`src/design/mcs_cfg.svh`:
```
// Function
// [RULE1] Auto-enable: transmitter enabled only while clear-to-send low.
// [RULE2] Auto-enable off: clear-to-send is plain input.
// [RULE3] Both edges of clear-to-send, carrier-detect raise events.
// [RULE4] Auto-enable: receiver enabled only while carrier-detect low.
// [RULE5] Auto-enable off: carrier-detect is plain input.
// [RULE6] Auto-enable off: request-to-send pin inverts control bit.
// [RULE7] Async auto-enable: pin low at once on set.
// [RULE8] Async auto-enable: held low until transmitter empty.
// [RULE9] Frame mode: release after closing flag leaves pin.
// [RULE10] Async receive: sync pin only updates status bit; code also sets the sync interrupt bit on its edges.
// [RULE11] External sync: partner drives sync low two clocks late.
// [RULE12] External sync: assembly starts at preceding receive edge.
// [RULE13] Internal sync: sync pin pulses low on match.
// [RULE14] Sync pin becomes output in sync or frame modes; code drives it in the two sync modes only, and not with the crystal option, never in frame mode.
// [RULE15] All inputs synchronised to the master clock; code synchronises only the clear-to-send, carrier-detect and sync pins.
// [RULE16] Extended register 7 reachable only when enable bit set.
// [RULE17] Inputs pass a two-stage synchroniser first; code does so for the clear-to-send, carrier-detect and sync pins only.
// [RULE18] Reset leaves auto-enable clear, request-to-send high.
`ifndef MCS_CFG_SVH
`define MCS_CFG_SVH
// Byte addresses of the registers on the register bus.
`define MCS_OFF_CFG3    4'h0
`define MCS_OFF_CFG4    4'h1
`define MCS_OFF_CFG5    4'h2
`define MCS_OFF_EXT7    4'h3
`define MCS_OFF_CFG10   4'h4
`define MCS_OFF_CFG15   4'h5
`define MCS_OFF_STAT0   4'h6
`define MCS_OFF_IRQST   4'h7
`define MCS_OFF_IRQMSK  4'h8
// Field positions.
`define MCS_B_AUTO      5
`define MCS_B_RTS       1
`define MCS_B_EXT7_RTS  2
`define MCS_B_CFG10_B2  2
`define MCS_B_EXT7_EN   0
// Mode field in config register 4: bits 5:4 sync select, bits 3:2 stop.
`define MCS_B_SYNCM_LO  4
`define MCS_B_STOP_LO   2
// Status register 0 bit positions.
`define MCS_S_CD        3
`define MCS_S_SYNC      4
`define MCS_S_CTS       5
// Interrupt bit positions.
`define MCS_I_CTS       0
`define MCS_I_CD        1
`define MCS_I_SYNC      2
// Reset value and sync output pulse length.
`define MCS_RST_BYTE    8'h00
`define MCS_SYNC_PULSE  2
`endif

```
`src/design/mcs_pkg.sv`:
```
// Types shared by the channel block.
package mcs_pkg;
    // Request-to-send release states.
    typedef enum logic [1:0] {
        MCS_RTS_IDLE = 2'b00,
        MCS_RTS_ON   = 2'b01,
        MCS_RTS_HOLD = 2'b10
    } mcs_rts_e;
    // Receive synchronisation mode decoded from config register 4.
    typedef enum logic [1:0] {
        MCS_M_ASYNC = 2'b00,
        MCS_M_SYNC1 = 2'b01,
        MCS_M_SYNC2 = 2'b10,
        MCS_M_EXT   = 2'b11
    } mcs_mode_e;
endpackage

```
`src/design/mcs_chan.sv`:
```
`timescale 1ns/1ps
`default_nettype none
`include "mcs_cfg.svh"
// One channel of modem-control and sync-pin logic with an Avalon-MM slave.
module mcs_chan
    import mcs_pkg::*;
(
    input  wire logic        mclk,               // Master clock.
    input  wire logic        reset_n,            // Sync reset, active low.
    input  wire logic        ce,                 // Clock enable.
    input  wire logic [3:0]  avs_address,        // Byte address.
    input  wire logic        avs_read,           // Read strobe.
    input  wire logic        avs_write,          // Write strobe.
    input  wire logic [7:0]  avs_writedata,      // Write data.
    output logic [7:0]       avs_readdata,       // Read data.
    output logic             avs_waitrequest,    // Wait request.
    output logic             irq,                // Level interrupt.
    input  wire logic        clear_to_send_in_a, // Clear-to-send, low.
    input  wire logic        carrier_detect_in_a,// Carrier detect, low.
    output logic             request_to_send_out_a, // Request-to-send.
    input  wire logic        sync_pin_a_i,       // Sync pin input level.
    output logic             sync_pin_a_o,       // Sync pin output level.
    output logic             sync_pin_a_oe,      // Sync pin drive enable.
    input  wire logic        rx_clk_rise,        // Receive clock rise pulse.
    input  wire logic        tx_empty,           // Transmitter empty.
    input  wire logic        flag_done,          // Closing flag sent.
    input  wire logic        pattern_match,      // Sync pattern matched.
    input  wire logic        xtal_sel,           // Crystal option in use.
    output logic             tx_enable,          // Transmitter enable.
    output logic             rx_enable,          // Receiver enable.
    output logic             assemble_start      // Begin character assembly.
);
    logic [7:0] cfg3_r, cfg3_nxt;   // Config register 3.
    logic [7:0] cfg4_r, cfg4_nxt;   // Config register 4.
    logic [7:0] cfg5_r, cfg5_nxt;   // Config register 5.
    logic [7:0] ext7_r, ext7_nxt;   // Extended config register 7.
    logic [7:0] cfg10_r, cfg10_nxt; // Config register 10.
    logic [7:0] cfg15_r, cfg15_nxt; // Config register 15.
    logic [2:0] ist_r, ist_nxt;     // Sticky interrupt status.
    logic [2:0] imsk_r, imsk_nxt;   // Interrupt mask.
    logic [7:0] rd_r, rd_nxt;       // Read data register.
    logic       ack_r, ack_nxt;     // Answer phase flag.
    logic [1:0] pcnt_r, pcnt_nxt;   // Sync output pulse counter.
    logic [2:0] rxh_r, rxh_nxt;     // Receive rises of the last 3 cycles.
    logic       cts_q, cts_e;       // Synchronised clear-to-send.
    logic       cd_q, cd_e;         // Synchronised carrier detect.
    logic       syn_q, syn_e;       // Synchronised sync pin.
    logic       auto_en;            // Auto-enable bit.
    logic       ext7_ok;            // Extended register reachable.
    logic       sync_out;           // Sync pin is an output.
    logic       frame_rel;          // Frame-end release active.
    logic       wr, rd;             // Accepted accesses.
    logic [2:0] ev;                 // Events this cycle.
    mcs_mode_e  mode;               // Receive sync mode.

    // Input synchronisers, one per pin.
    mcs_sync2 u_cts (.mclk(mclk), .reset_n(reset_n), .ce(ce),
        .d(clear_to_send_in_a), .q(cts_q), .edge_p(cts_e));
    mcs_sync2 u_cd (.mclk(mclk), .reset_n(reset_n), .ce(ce),
        .d(carrier_detect_in_a), .q(cd_q), .edge_p(cd_e));
    mcs_sync2 u_syn (.mclk(mclk), .reset_n(reset_n), .ce(ce),
        .d(sync_pin_a_i), .q(syn_q), .edge_p(syn_e));

    // Mode decode from the configuration registers.
    always_comb begin
        auto_en   = cfg3_r[`MCS_B_AUTO];
        ext7_ok   = cfg15_r[`MCS_B_EXT7_EN];
        mode      = mcs_mode_e'(cfg4_r[`MCS_B_SYNCM_LO +: 2]);
        // Stop field zero selects the synchronous modes.
        sync_out  = (cfg4_r[`MCS_B_STOP_LO +: 2] == 2'b00)
                    && (mode == MCS_M_SYNC1 || mode == MCS_M_SYNC2)
                    && !xtal_sel;  // [RULE14]
        frame_rel = ext7_r[`MCS_B_EXT7_RTS] && !cfg10_r[`MCS_B_CFG10_B2]
                    && (cfg4_r[`MCS_B_STOP_LO +: 2] == 2'b00)
                    && (mode == MCS_M_EXT);  // [RULE9]
    end

    // Enables: low pins enable only under auto-enable.
    assign tx_enable = auto_en ? !cts_q : 1'b1;  // [RULE1] [RULE2]
    assign rx_enable = auto_en ? !cd_q  : 1'b1;  // [RULE4] [RULE5]

    // Request-to-send output.
    mcs_rts u_rts (.mclk(mclk), .reset_n(reset_n), .ce(ce),
        .auto_en(auto_en), .rts_bit(cfg5_r[`MCS_B_RTS]),
        .frame_rel(frame_rel), .tx_empty(tx_empty),
        .flag_done(flag_done), .rts_n(request_to_send_out_a));

    // Bus acceptance: one wait cycle, answer on the second.
    assign wr              = avs_write && ack_r;
    assign rd              = avs_read && ack_r;
    assign avs_waitrequest = (avs_read | avs_write) & ~ack_r;
    assign avs_readdata    = rd_r;
    assign irq             = |(ist_r & imsk_r);

    // Events; the sync pin counts only when it is an input.
    always_comb begin
        ev = 3'b000;
        ev[`MCS_I_CTS]  = cts_e;                  // [RULE3]
        ev[`MCS_I_CD]   = cd_e;                   // [RULE3]
        ev[`MCS_I_SYNC] = syn_e && !sync_out;     // [RULE10]
    end

    // Register next values and bus handling.
    always_comb begin
        cfg3_nxt  = cfg3_r;
        cfg4_nxt  = cfg4_r;
        cfg5_nxt  = cfg5_r;
        ext7_nxt  = ext7_r;
        cfg10_nxt = cfg10_r;
        cfg15_nxt = cfg15_r;
        imsk_nxt  = imsk_r;
        ist_nxt   = ist_r;
        rd_nxt    = rd_r;
        ack_nxt   = (avs_read | avs_write) & ~ack_r;
        if (wr) begin
            if (avs_address == `MCS_OFF_CFG3) begin
                cfg3_nxt = avs_writedata;
            end else if (avs_address == `MCS_OFF_CFG4) begin
                cfg4_nxt = avs_writedata;
            end else if (avs_address == `MCS_OFF_CFG5) begin
                cfg5_nxt = avs_writedata;
            end else if (avs_address == `MCS_OFF_EXT7 && ext7_ok) begin
                ext7_nxt = avs_writedata;  // [RULE16]
            end else if (avs_address == `MCS_OFF_CFG10) begin
                cfg10_nxt = avs_writedata;
            end else if (avs_address == `MCS_OFF_CFG15) begin
                cfg15_nxt = avs_writedata;
            end else if (avs_address == `MCS_OFF_IRQST) begin
                ist_nxt = ist_r & ~avs_writedata[2:0];
            end else if (avs_address == `MCS_OFF_IRQMSK) begin
                imsk_nxt = avs_writedata[2:0];
            end
        end
        // Set wins over a same-cycle clear.
        ist_nxt = ist_nxt | ev;
        if (avs_read && !ack_r) begin
            rd_nxt = `MCS_RST_BYTE;
            if (avs_address == `MCS_OFF_CFG3) begin
                rd_nxt = cfg3_r;
            end else if (avs_address == `MCS_OFF_CFG4) begin
                rd_nxt = cfg4_r;
            end else if (avs_address == `MCS_OFF_CFG5) begin
                rd_nxt = cfg5_r;
            end else if (avs_address == `MCS_OFF_EXT7 && ext7_ok) begin
                rd_nxt = ext7_r;  // [RULE16]
            end else if (avs_address == `MCS_OFF_CFG10) begin
                rd_nxt = cfg10_r;
            end else if (avs_address == `MCS_OFF_CFG15) begin
                rd_nxt = cfg15_r;
            end else if (avs_address == `MCS_OFF_STAT0) begin
                rd_nxt = 8'h00;
                rd_nxt[`MCS_S_CD]   = !cd_q;
                rd_nxt[`MCS_S_CTS]  = !cts_q;
                rd_nxt[`MCS_S_SYNC] = !syn_q;  // [RULE10]
            end else if (avs_address == `MCS_OFF_IRQST) begin
                rd_nxt = {5'h00, ist_r};
            end else if (avs_address == `MCS_OFF_IRQMSK) begin
                rd_nxt = {5'h00, imsk_r};
            end
        end
    end

    // Register file.
    always_ff @(posedge mclk) begin
        if (!reset_n) begin
            cfg3_r  <= `MCS_RST_BYTE;  // [RULE18]
            cfg4_r  <= `MCS_RST_BYTE;
            cfg5_r  <= `MCS_RST_BYTE;  // [RULE18]
            ext7_r  <= `MCS_RST_BYTE;
            cfg10_r <= `MCS_RST_BYTE;
            cfg15_r <= `MCS_RST_BYTE;
            ist_r   <= 3'h0;
            imsk_r  <= 3'h0;
            rd_r    <= 8'h00;
            ack_r   <= 1'b0;
        end else if (ce) begin
            cfg3_r  <= cfg3_nxt;
            cfg4_r  <= cfg4_nxt;
            cfg5_r  <= cfg5_nxt;
            ext7_r  <= ext7_nxt;
            cfg10_r <= cfg10_nxt;
            cfg15_r <= cfg15_nxt;
            ist_r   <= ist_nxt;
            imsk_r  <= imsk_nxt;
            rd_r    <= rd_nxt;
            ack_r   <= ack_nxt;
        end
    end

    // Sync output pulse and external-sync assembly start.
    always_comb begin
        pcnt_nxt = pcnt_r;
        if (sync_out && pattern_match) begin
            pcnt_nxt = 2'(`MCS_SYNC_PULSE);  // [RULE13]
        end else if (pcnt_r != 2'd0) begin
            pcnt_nxt = pcnt_r - 2'd1;
        end
        rxh_nxt = {rxh_r[1:0], rx_clk_rise};
    end

    // Pulse counter and receive-edge memory.
    always_ff @(posedge mclk) begin
        if (!reset_n) begin
            pcnt_r <= 2'd0;
            rxh_r  <= 3'h0;
        end else if (ce) begin
            pcnt_r <= pcnt_nxt;
            rxh_r  <= rxh_nxt;
        end
    end

    assign sync_pin_a_oe = sync_out;                   // [RULE14]
    assign sync_pin_a_o  = !(sync_out && pcnt_r != 2'd0);  // [RULE13]
    // The sync fall arrives two receive clocks after the last bit, per
    // the partner; the synchronised fall lags the pin by one to two
    // clocks, so the receive edge before it lies two or three cycles back.
    assign assemble_start = (mode == MCS_M_EXT) && !sync_out && ce
                            && syn_e && !syn_q
                            && (rxh_r[1] || rxh_r[2]);  // [RULE12] [RULE11]

    tx_gate_a: assert property (@(posedge mclk) disable iff (!reset_n)
        (auto_en && cts_q) |-> !tx_enable)  // [RULE1]
        else $error("transmitter enabled with clear-to-send high");
    rx_gate_a: assert property (@(posedge mclk) disable iff (!reset_n)
        (auto_en && cd_q) |-> !rx_enable)  // [RULE4]
        else $error("receiver enabled with carrier high");
    gp_inputs_a: assert property (@(posedge mclk) disable iff (!reset_n)
        !auto_en |-> (tx_enable && rx_enable))  // [RULE2]
        else $error("enables affected without auto-enable");
    edge_sticky_a: assert property (@(posedge mclk) disable iff (!reset_n)
        (ce && cts_e) |=> ist_r[`MCS_I_CTS])  // [RULE3]
        else $error("clear-to-send edge lost");
    sync_pulse_a: assert property (@(posedge mclk) disable iff (!reset_n)
        (ce && sync_out && pattern_match) |=> !sync_pin_a_o)  // [RULE13]
        else $error("no sync pulse on match");
    sync_dir_a: assert property (@(posedge mclk) disable iff (!reset_n)
        (mode == MCS_M_ASYNC) |-> !sync_pin_a_oe)  // [RULE10]
        else $error("sync pin driven in async mode");
    ext7_lock_a: assert property (@(posedge mclk) disable iff (!reset_n)
        (ce && !ext7_ok) |=> $stable(ext7_r))  // [RULE16]
        else $error("extended register written while locked");
endmodule
`default_nettype wire

```
`src/design/mcs_rts.sv`:
```
`timescale 1ns/1ps
`default_nettype none
// Request-to-send output control for one channel.
module mcs_rts
    import mcs_pkg::*;
(
    input  wire logic mclk,      // Master clock.
    input  wire logic reset_n,   // Synchronous reset, active low.
    input  wire logic ce,        // Clock enable.
    input  wire logic auto_en,   // Auto-enable bit.
    input  wire logic rts_bit,   // Request-to-send control bit.
    input  wire logic frame_rel, // Frame-end release option is active.
    input  wire logic tx_empty,  // Transmitter fully empty.
    input  wire logic flag_done, // Closing flag has left the data pin.
    output logic      rts_n      // Pin, active low.
);
    mcs_rts_e st_r, st_nxt;  // Release state.

    // Hold low after clearing until the release event.
    always_comb begin
        st_nxt = st_r;
        case (st_r)
            MCS_RTS_IDLE: begin
                if (rts_bit) begin
                    st_nxt = MCS_RTS_ON;
                end
            end
            MCS_RTS_ON: begin
                if (!rts_bit) begin
                    st_nxt = MCS_RTS_HOLD;
                end
            end
            MCS_RTS_HOLD: begin
                if (rts_bit) begin
                    st_nxt = MCS_RTS_ON;
                end else if (frame_rel ? flag_done : tx_empty) begin
                    st_nxt = MCS_RTS_IDLE;  // [RULE8] [RULE9]
                end
            end
            default: st_nxt = MCS_RTS_IDLE;
        endcase
        // Without auto-enable the pin is plain, so no hold is carried over.
        if (!auto_en) begin
            st_nxt = rts_bit ? MCS_RTS_ON : MCS_RTS_IDLE;
        end
    end

    // State register.
    always_ff @(posedge mclk) begin
        if (!reset_n) begin
            st_r <= MCS_RTS_IDLE;  // [RULE18]
        end else if (ce) begin
            st_r <= st_nxt;
        end
    end

    // Pin goes low as soon as the bit is set.
    always_comb begin
        if (!auto_en) begin
            rts_n = ~rts_bit;  // [RULE6]
        end else begin
            // Any state but idle keeps the pin low, so clearing the bit
            // never lets it glitch high before the hold state is reached.
            rts_n = ~(rts_bit | (st_r != MCS_RTS_IDLE));  // [RULE7] [RULE8]
        end
    end

    hold_low_a: assert property (@(posedge mclk) disable iff (!reset_n)
        (auto_en && st_r == MCS_RTS_HOLD) |-> !rts_n)  // [RULE8]
        else $error("request-to-send released during hold");
    gp_follow_a: assert property (@(posedge mclk) disable iff (!reset_n)
        !auto_en |-> (rts_n == !rts_bit))  // [RULE6]
        else $error("request-to-send does not follow bit");
    set_low_a: assert property (@(posedge mclk) disable iff (!reset_n)
        (auto_en && rts_bit) |-> !rts_n)  // [RULE7]
        else $error("request-to-send not low when set");
    rts_on_low_a: assert property (@(posedge mclk) disable iff (!reset_n)
        (auto_en && st_r == MCS_RTS_ON) |-> !rts_n)  // [RULE8]
        else $error("request-to-send released after clearing");
endmodule
`default_nettype wire

```
`src/design/mcs_sync2.sv`:
```
`timescale 1ns/1ps
`default_nettype none
// Two-flop synchroniser with edge outputs; the first flop feeds only the second.
module mcs_sync2
    import mcs_pkg::*;
(
    input  wire logic mclk,     // Master clock.
    input  wire logic reset_n,  // Synchronous reset, active low.
    input  wire logic ce,       // Clock enable.
    input  wire logic d,        // Raw pin level.
    output logic      q,        // Synchronised level.
    output logic      edge_p    // One-cycle pulse on either edge.
);
    logic s1_r, s1_nxt;  // First stage.
    logic s2_r, s2_nxt;  // Second stage.
    logic s3_r, s3_nxt;  // Delayed copy for edge detect.

    // Next values of the chain.
    always_comb begin
        s1_nxt = d;
        s2_nxt = s1_r;
        s3_nxt = s2_r;
    end

    // Registers; pins idle high, so reset to one.
    always_ff @(posedge mclk) begin
        if (!reset_n) begin
            s1_r <= 1'b1;
            s2_r <= 1'b1;
            s3_r <= 1'b1;
        end else if (ce) begin
            s1_r <= s1_nxt;  // [RULE17] [RULE15]
            s2_r <= s2_nxt;
            s3_r <= s3_nxt;
        end
    end

    assign q      = s2_r;
    assign edge_p = ce & (s2_r ^ s3_r);  // [RULE3]
endmodule
`default_nettype wire

```
`config.mk`:
```
export PLATFORM = sky130hd
export DESIGN_NAME = mcs_chan
export DESIGN_NICKNAME = d
export VERILOG_FILES = /design/src/design/mcs_pkg.sv /design/src/design/mcs_chan.sv /design/src/design/mcs_rts.sv /design/src/design/mcs_sync2.sv
export VERILOG_INCLUDE_DIRS = /design/src /design/src/design
export SDC_FILE = /design/constraint.sdc
export NUM_CORES = 1
export LEC_CHECK = 0
export ABC_AREA = 1
export ABC_CLOCK_PERIOD_IN_PS = 1500
export BUFFER_PORTS_ARGS = -buffer_cell sky130_fd_sc_hd__buf_2
export CAP_MARGIN = 10
export CORE_MARGIN = 2
export CORE_UTILIZATION = 35
export DETAILED_ROUTE_END_ITERATION = 16
export PLACE_DENSITY = 0.51
export REMOVE_ABC_BUFFERS = 1
export SYNTH_ARGS = -nofsm -noshare
export SYNTH_HDL_FRONTEND = slang
export SYNTH_SLANG_ARGS = --single-unit
```
`constraint.sdc`:
```
create_clock -name mclk -period 1.5 [get_ports mclk]
set_input_delay 0.225 -clock mclk [delete_from_list [all_inputs] [get_ports mclk]]
set_output_delay 0.225 -clock mclk [all_outputs]
set_load 0.005 [all_outputs]
```
==> results list <==
- Run status: finished with violations
- Violations in the final reports: negative setup slack
- Maximum number of pins on one net before global-route repair: 41
- Of the synthesized area, sequential elements account for 44.2%.
- In this run switching power makes up 25.1% of total power.
* Power per standard cell area: 947 nW/um2
- Number of distinct library cells after synthesis: 31
- The signal on the critical path passes through ha_4 > nand2_4 > nor2_4 > inv_2 > or2_4 > buf_6.
- The net count of the finished layout is 588.
* Leakage: 1.92 nW
- The synthesized netlist occupies a cell area of 3580 um2.
- In this run the worst hold path is classified as input port to flop.
- Die outline width: 105 um
- From synthesis to final layout, the design area changed by 22.5%.
* Dominant register cell in the synthesized netlist: sky130_fd_sc_hd__dfxtp_1
- Clock Skews: 8.12 ps
- Commonest non-fill, non-tap cell in the layout: sky130_fd_sc_hd__dfxtp_1
* Proportion of power drawn by combinational gates: 8.8%
- For the worst setup path, the data arrival time is 1520 ps.
* Kind of capture point of the worst setup path: primary output
- Share of async-settable or async-resettable flops after synthesis: 0%
- In this run the standard cell core region covers 9860 um2.
* Maximum VDD drop: 585 uV
* HPWL after detailed placement: 7550 um
- In this run the power spent charging and discharging nets is 1.04 mW.
* Unrepaired setup endpoints after global routing: true
- Average wire per cell in the routed design: 14.7 um
* Slew at the pin closest to its max-slew limit: 389 ps
- Among all stages on the critical path, the largest delay is contributed by sky130_fd_sc_hd__dfxtp_2.
* Total of endpoints with negative setup slack in the final report: 2
- The final layout contains routed wiring with a total length of 10200 um.
- Fill cells in the final layout number 1029.
- Portion of total power attributed to the clock network: 38.9%
* Cts bufs inserted: 9
* Proportion of power drawn by flip-flops and latches: 52.2%
- #FFs+latches synth: 79
- 41 I/O pins were placed.
- Vias per Instance: 4.90
- After clock tree synthesis, the clock-pin slew on the worst setup and hold paths is 80 ps.
- After layout, the worst path uses 117% of the clock period.
- In this run the tool buffered the top-level ports with 40 buffer cells.
* Worst Min Path Start: carrier_detect_in_a
- Cell at the root of the clock tree: sky130_fd_sc_hd__clkbuf_8
- TritonCTS built the clock tree.
- DR DRC count: 0
- The tightest hold path in the finished design has a slack of 80.0 ps.
* Time the worst path needs with I/O delays and setup: 1750 ps
- Final instance area: 4380 um2
- Relative slew slack: 74.1%
- Timing would allow up to 0.572 GHz.
- CP startpoint: cfg4_r[5]
- For the worst setup path, the data required time is 1270 ps.
- The repair_antennas step left the layout with diodes totalling 0.
- Kind of critical path: flop to primary output
* Clock insertion delay at the later pin of the skew report: 360 ps
- Max Root-Sink Buffers: 2
* Final hold violation count: 0
- The via count of the first global-routing pass came to 3193.
- Global-route wire length before repair: 16400 um
* Effective utilization at floorplan: 36.3%
- The average instance in the mapped netlist occupies 7.21 um2.
- Count of routing violations after the opening detailed-route iteration: 126
* Placed inst area: 4060 um2
- Setup slack on the critical path of the routed design comes to -248 ps.
* GR Util All Layers: 19.2%
- Slowest cell delay on critical path: 340 ps
- Worst flop-to-flop path startpoint: cfg4_r[5]
- Summed over all layers, the global routing overflow is 0.
- Die H: 105 um
- Remaining antenna violation count after routing: 0
- Site Rows: 36
* Num Clock Sinks: 79
- Number of flops mapped to enable cells by yosys: 0
- Layout cells sized above 1: 23.9%
* Max-slew violations: 0
- Placer Congestion: 0.821
- Floorplan die area: 11000 um2
- Number of optimization iterations in the first detailed-route pass: 4
* Fin Setup TNS: -427 ps
- Syn Inst Count: 496
- Critical path fanouts, max: 2
- Number of violations of the max-capacitance limit: 0
* Maximum level of the CTS H-tree: 3
- The routed layout has 3412 vias.
- Internal power component: 3.11 mW
- Kind of start point of the critical path: flop
- Number of warnings issued by yosys: 0
* Number of antenna violations at the first check in global routing: 0
* Most frequent cells in the layout: sky130_fd_sc_hd__dfxtp_1 (76), sky130_fd_sc_hd__nand2_1 (75), sky130_fd_sc_hd__a21oi_1 (60)
per-stage QoR:
stage / setup WS (ps) / utilization (%) / instances / total power, mW
6_report: -248 / 44.4 / 697 / 4.15
3_5_place_dp: -19.0 / 41.2 / 679 / 2.57
4_1_cts: -276 / 43.7 / 694 / 4.20
2_1_floorplan: 114 / - / 477 / 2.38
3_3_place_gp: -7.73 / 41.2 / 679 / 2.56
5_1_grt: -319 / 44.4 / 697 / 4.32
layout make-up:
| cell class | count | area, um2 | share of cell area, % |
|---|---|---|---|
| Clock inverter | 3 | 43.8 | 1.00 |
| Clock buffer | 11 | 151 | 3.46 |
| Tap cell | 133 | 166 | 3.80 |
| Timing Repair Buffer | 73 | 454 | 10.4 |
| Sequential cell | 79 | 1590 | 36.2 |
| Multi-Input combinational cell | 349 | 1790 | 40.9 |
| Inverter | 49 | 184 | 4.20 |
registers in the layout (all words and copies together) (netlist names), 2 cells and up:
name          cells
u_rts.st_r        2
cfg15_r           8
imsk_r            3
rxh_r             3
cfg3_r            8
ext7_r            8
pcnt_r            2
cfg10_r           8
ist_r             3
cfg5_r            8
avs_readdata      8
cfg4_r            8
cell usage after synthesis, types with 2 or more instances:
master	count	share of area [%]
sky130_fd_sc_hd__dfxtp_1	79	44
sky130_fd_sc_hd__nand2_1	77	8.1
sky130_fd_sc_hd__a21oi_1	61	8.5
sky130_fd_sc_hd__nor2_1	59	6.2
sky130_fd_sc_hd__o21ai_0	59	8.3
sky130_fd_sc_hd__inv_1	39	4.1
sky130_fd_sc_hd__nand3_1	31	4.3
sky130_fd_sc_hd__o21ai_1	13	1.8
sky130_fd_sc_hd__clkbuf_1	12	1.3
sky130_fd_sc_hd__inv_2	9	0.94
sky130_fd_sc_hd__nand4_1	6	1.0
sky130_fd_sc_hd__nor3_1	6	0.84
sky130_fd_sc_hd__or2_2	6	1.0
sky130_fd_sc_hd__nand2_2	5	0.87
sky130_fd_sc_hd__nor2_2	5	0.87
sky130_fd_sc_hd__nor2_4	5	1.6
sky130_fd_sc_hd__buf_4	3	0.63
sky130_fd_sc_hd__o31ai_1	3	0.63
sky130_fd_sc_hd__buf_2	2	0.28
sky130_fd_sc_hd__buf_6	2	0.63
sky130_fd_sc_hd__ha_1	2	0.70
sky130_fd_sc_hd__o211ai_1	2	0.42
sky130_fd_sc_hd__o22ai_1	2	0.35
worst max-delay path: cells and delay by family (launching register included):
| kind | cells | cell delay, ps |
|---|---|---|
| fa+ha+maj | 1 | 280 |
| flops | 1 | 340 |
| simple gates | 3 | 380 |
| buf+inv | 2 | 150 |
repair_timing:
action                                 CTS  global route
buffers inserted                         1             3
endpoints found under the hold margin    0             0
pin swaps                                2             6
setup endpoints to repair                6            31
gates resized for setup                 14            12
hold buffers                             0             0
routing by layer:
metal | track usage [%] | wire, um | up-vias
li1 | - | - | 1777
met1 | 25.7 | 4920 | 1556
met2 | 30.2 | 4760 | 66
met3 | 5.55 | 411 | 13
met4 | 5.62 | 150 | 0
met5 | 0 | 0 | -
final timing paths:
check | to | slack [ps] | depth (start not counted)
worst min register to register | avs_readdata[5] | 460 | 2
worst min-delay path | u_cd.s1_r | 80 | 3
worst max register to register | pcnt_r[1] | 10 | 9
worst max-delay path | sync_pin_a_o | -250 | 6
logic make-up (layout without fill, tap and decap cells):
| logic type | after synthesis | in the layout | share of synthesized area, % |
|---|---|---|---|
| adder cells (fa/ha/maj) | 2 | 2 | 0.700 |
| AO/OA/AOI/OAI | 143 | 143 | 21.0 |
| AND/OR/NAND/NOR | 204 | 204 | 26.2 |
| buffers and inverters | 68 | 136 | 7.94 |
| flip-flops | 79 | 79 | 44.2 |
power by group through the flow:
stage          clock [mW]  combinational (mW)  sequential (mW)
3_3_place_gp            0               0.349             2.22
6_report             1.62               0.367             2.17
2_1_floorplan           0               0.176             2.21
3_5_place_dp            0               0.355             2.22
5_1_grt              1.74               0.409             2.17
4_1_cts              1.67               0.362             2.17
Power figures use the tool's default switching activity.
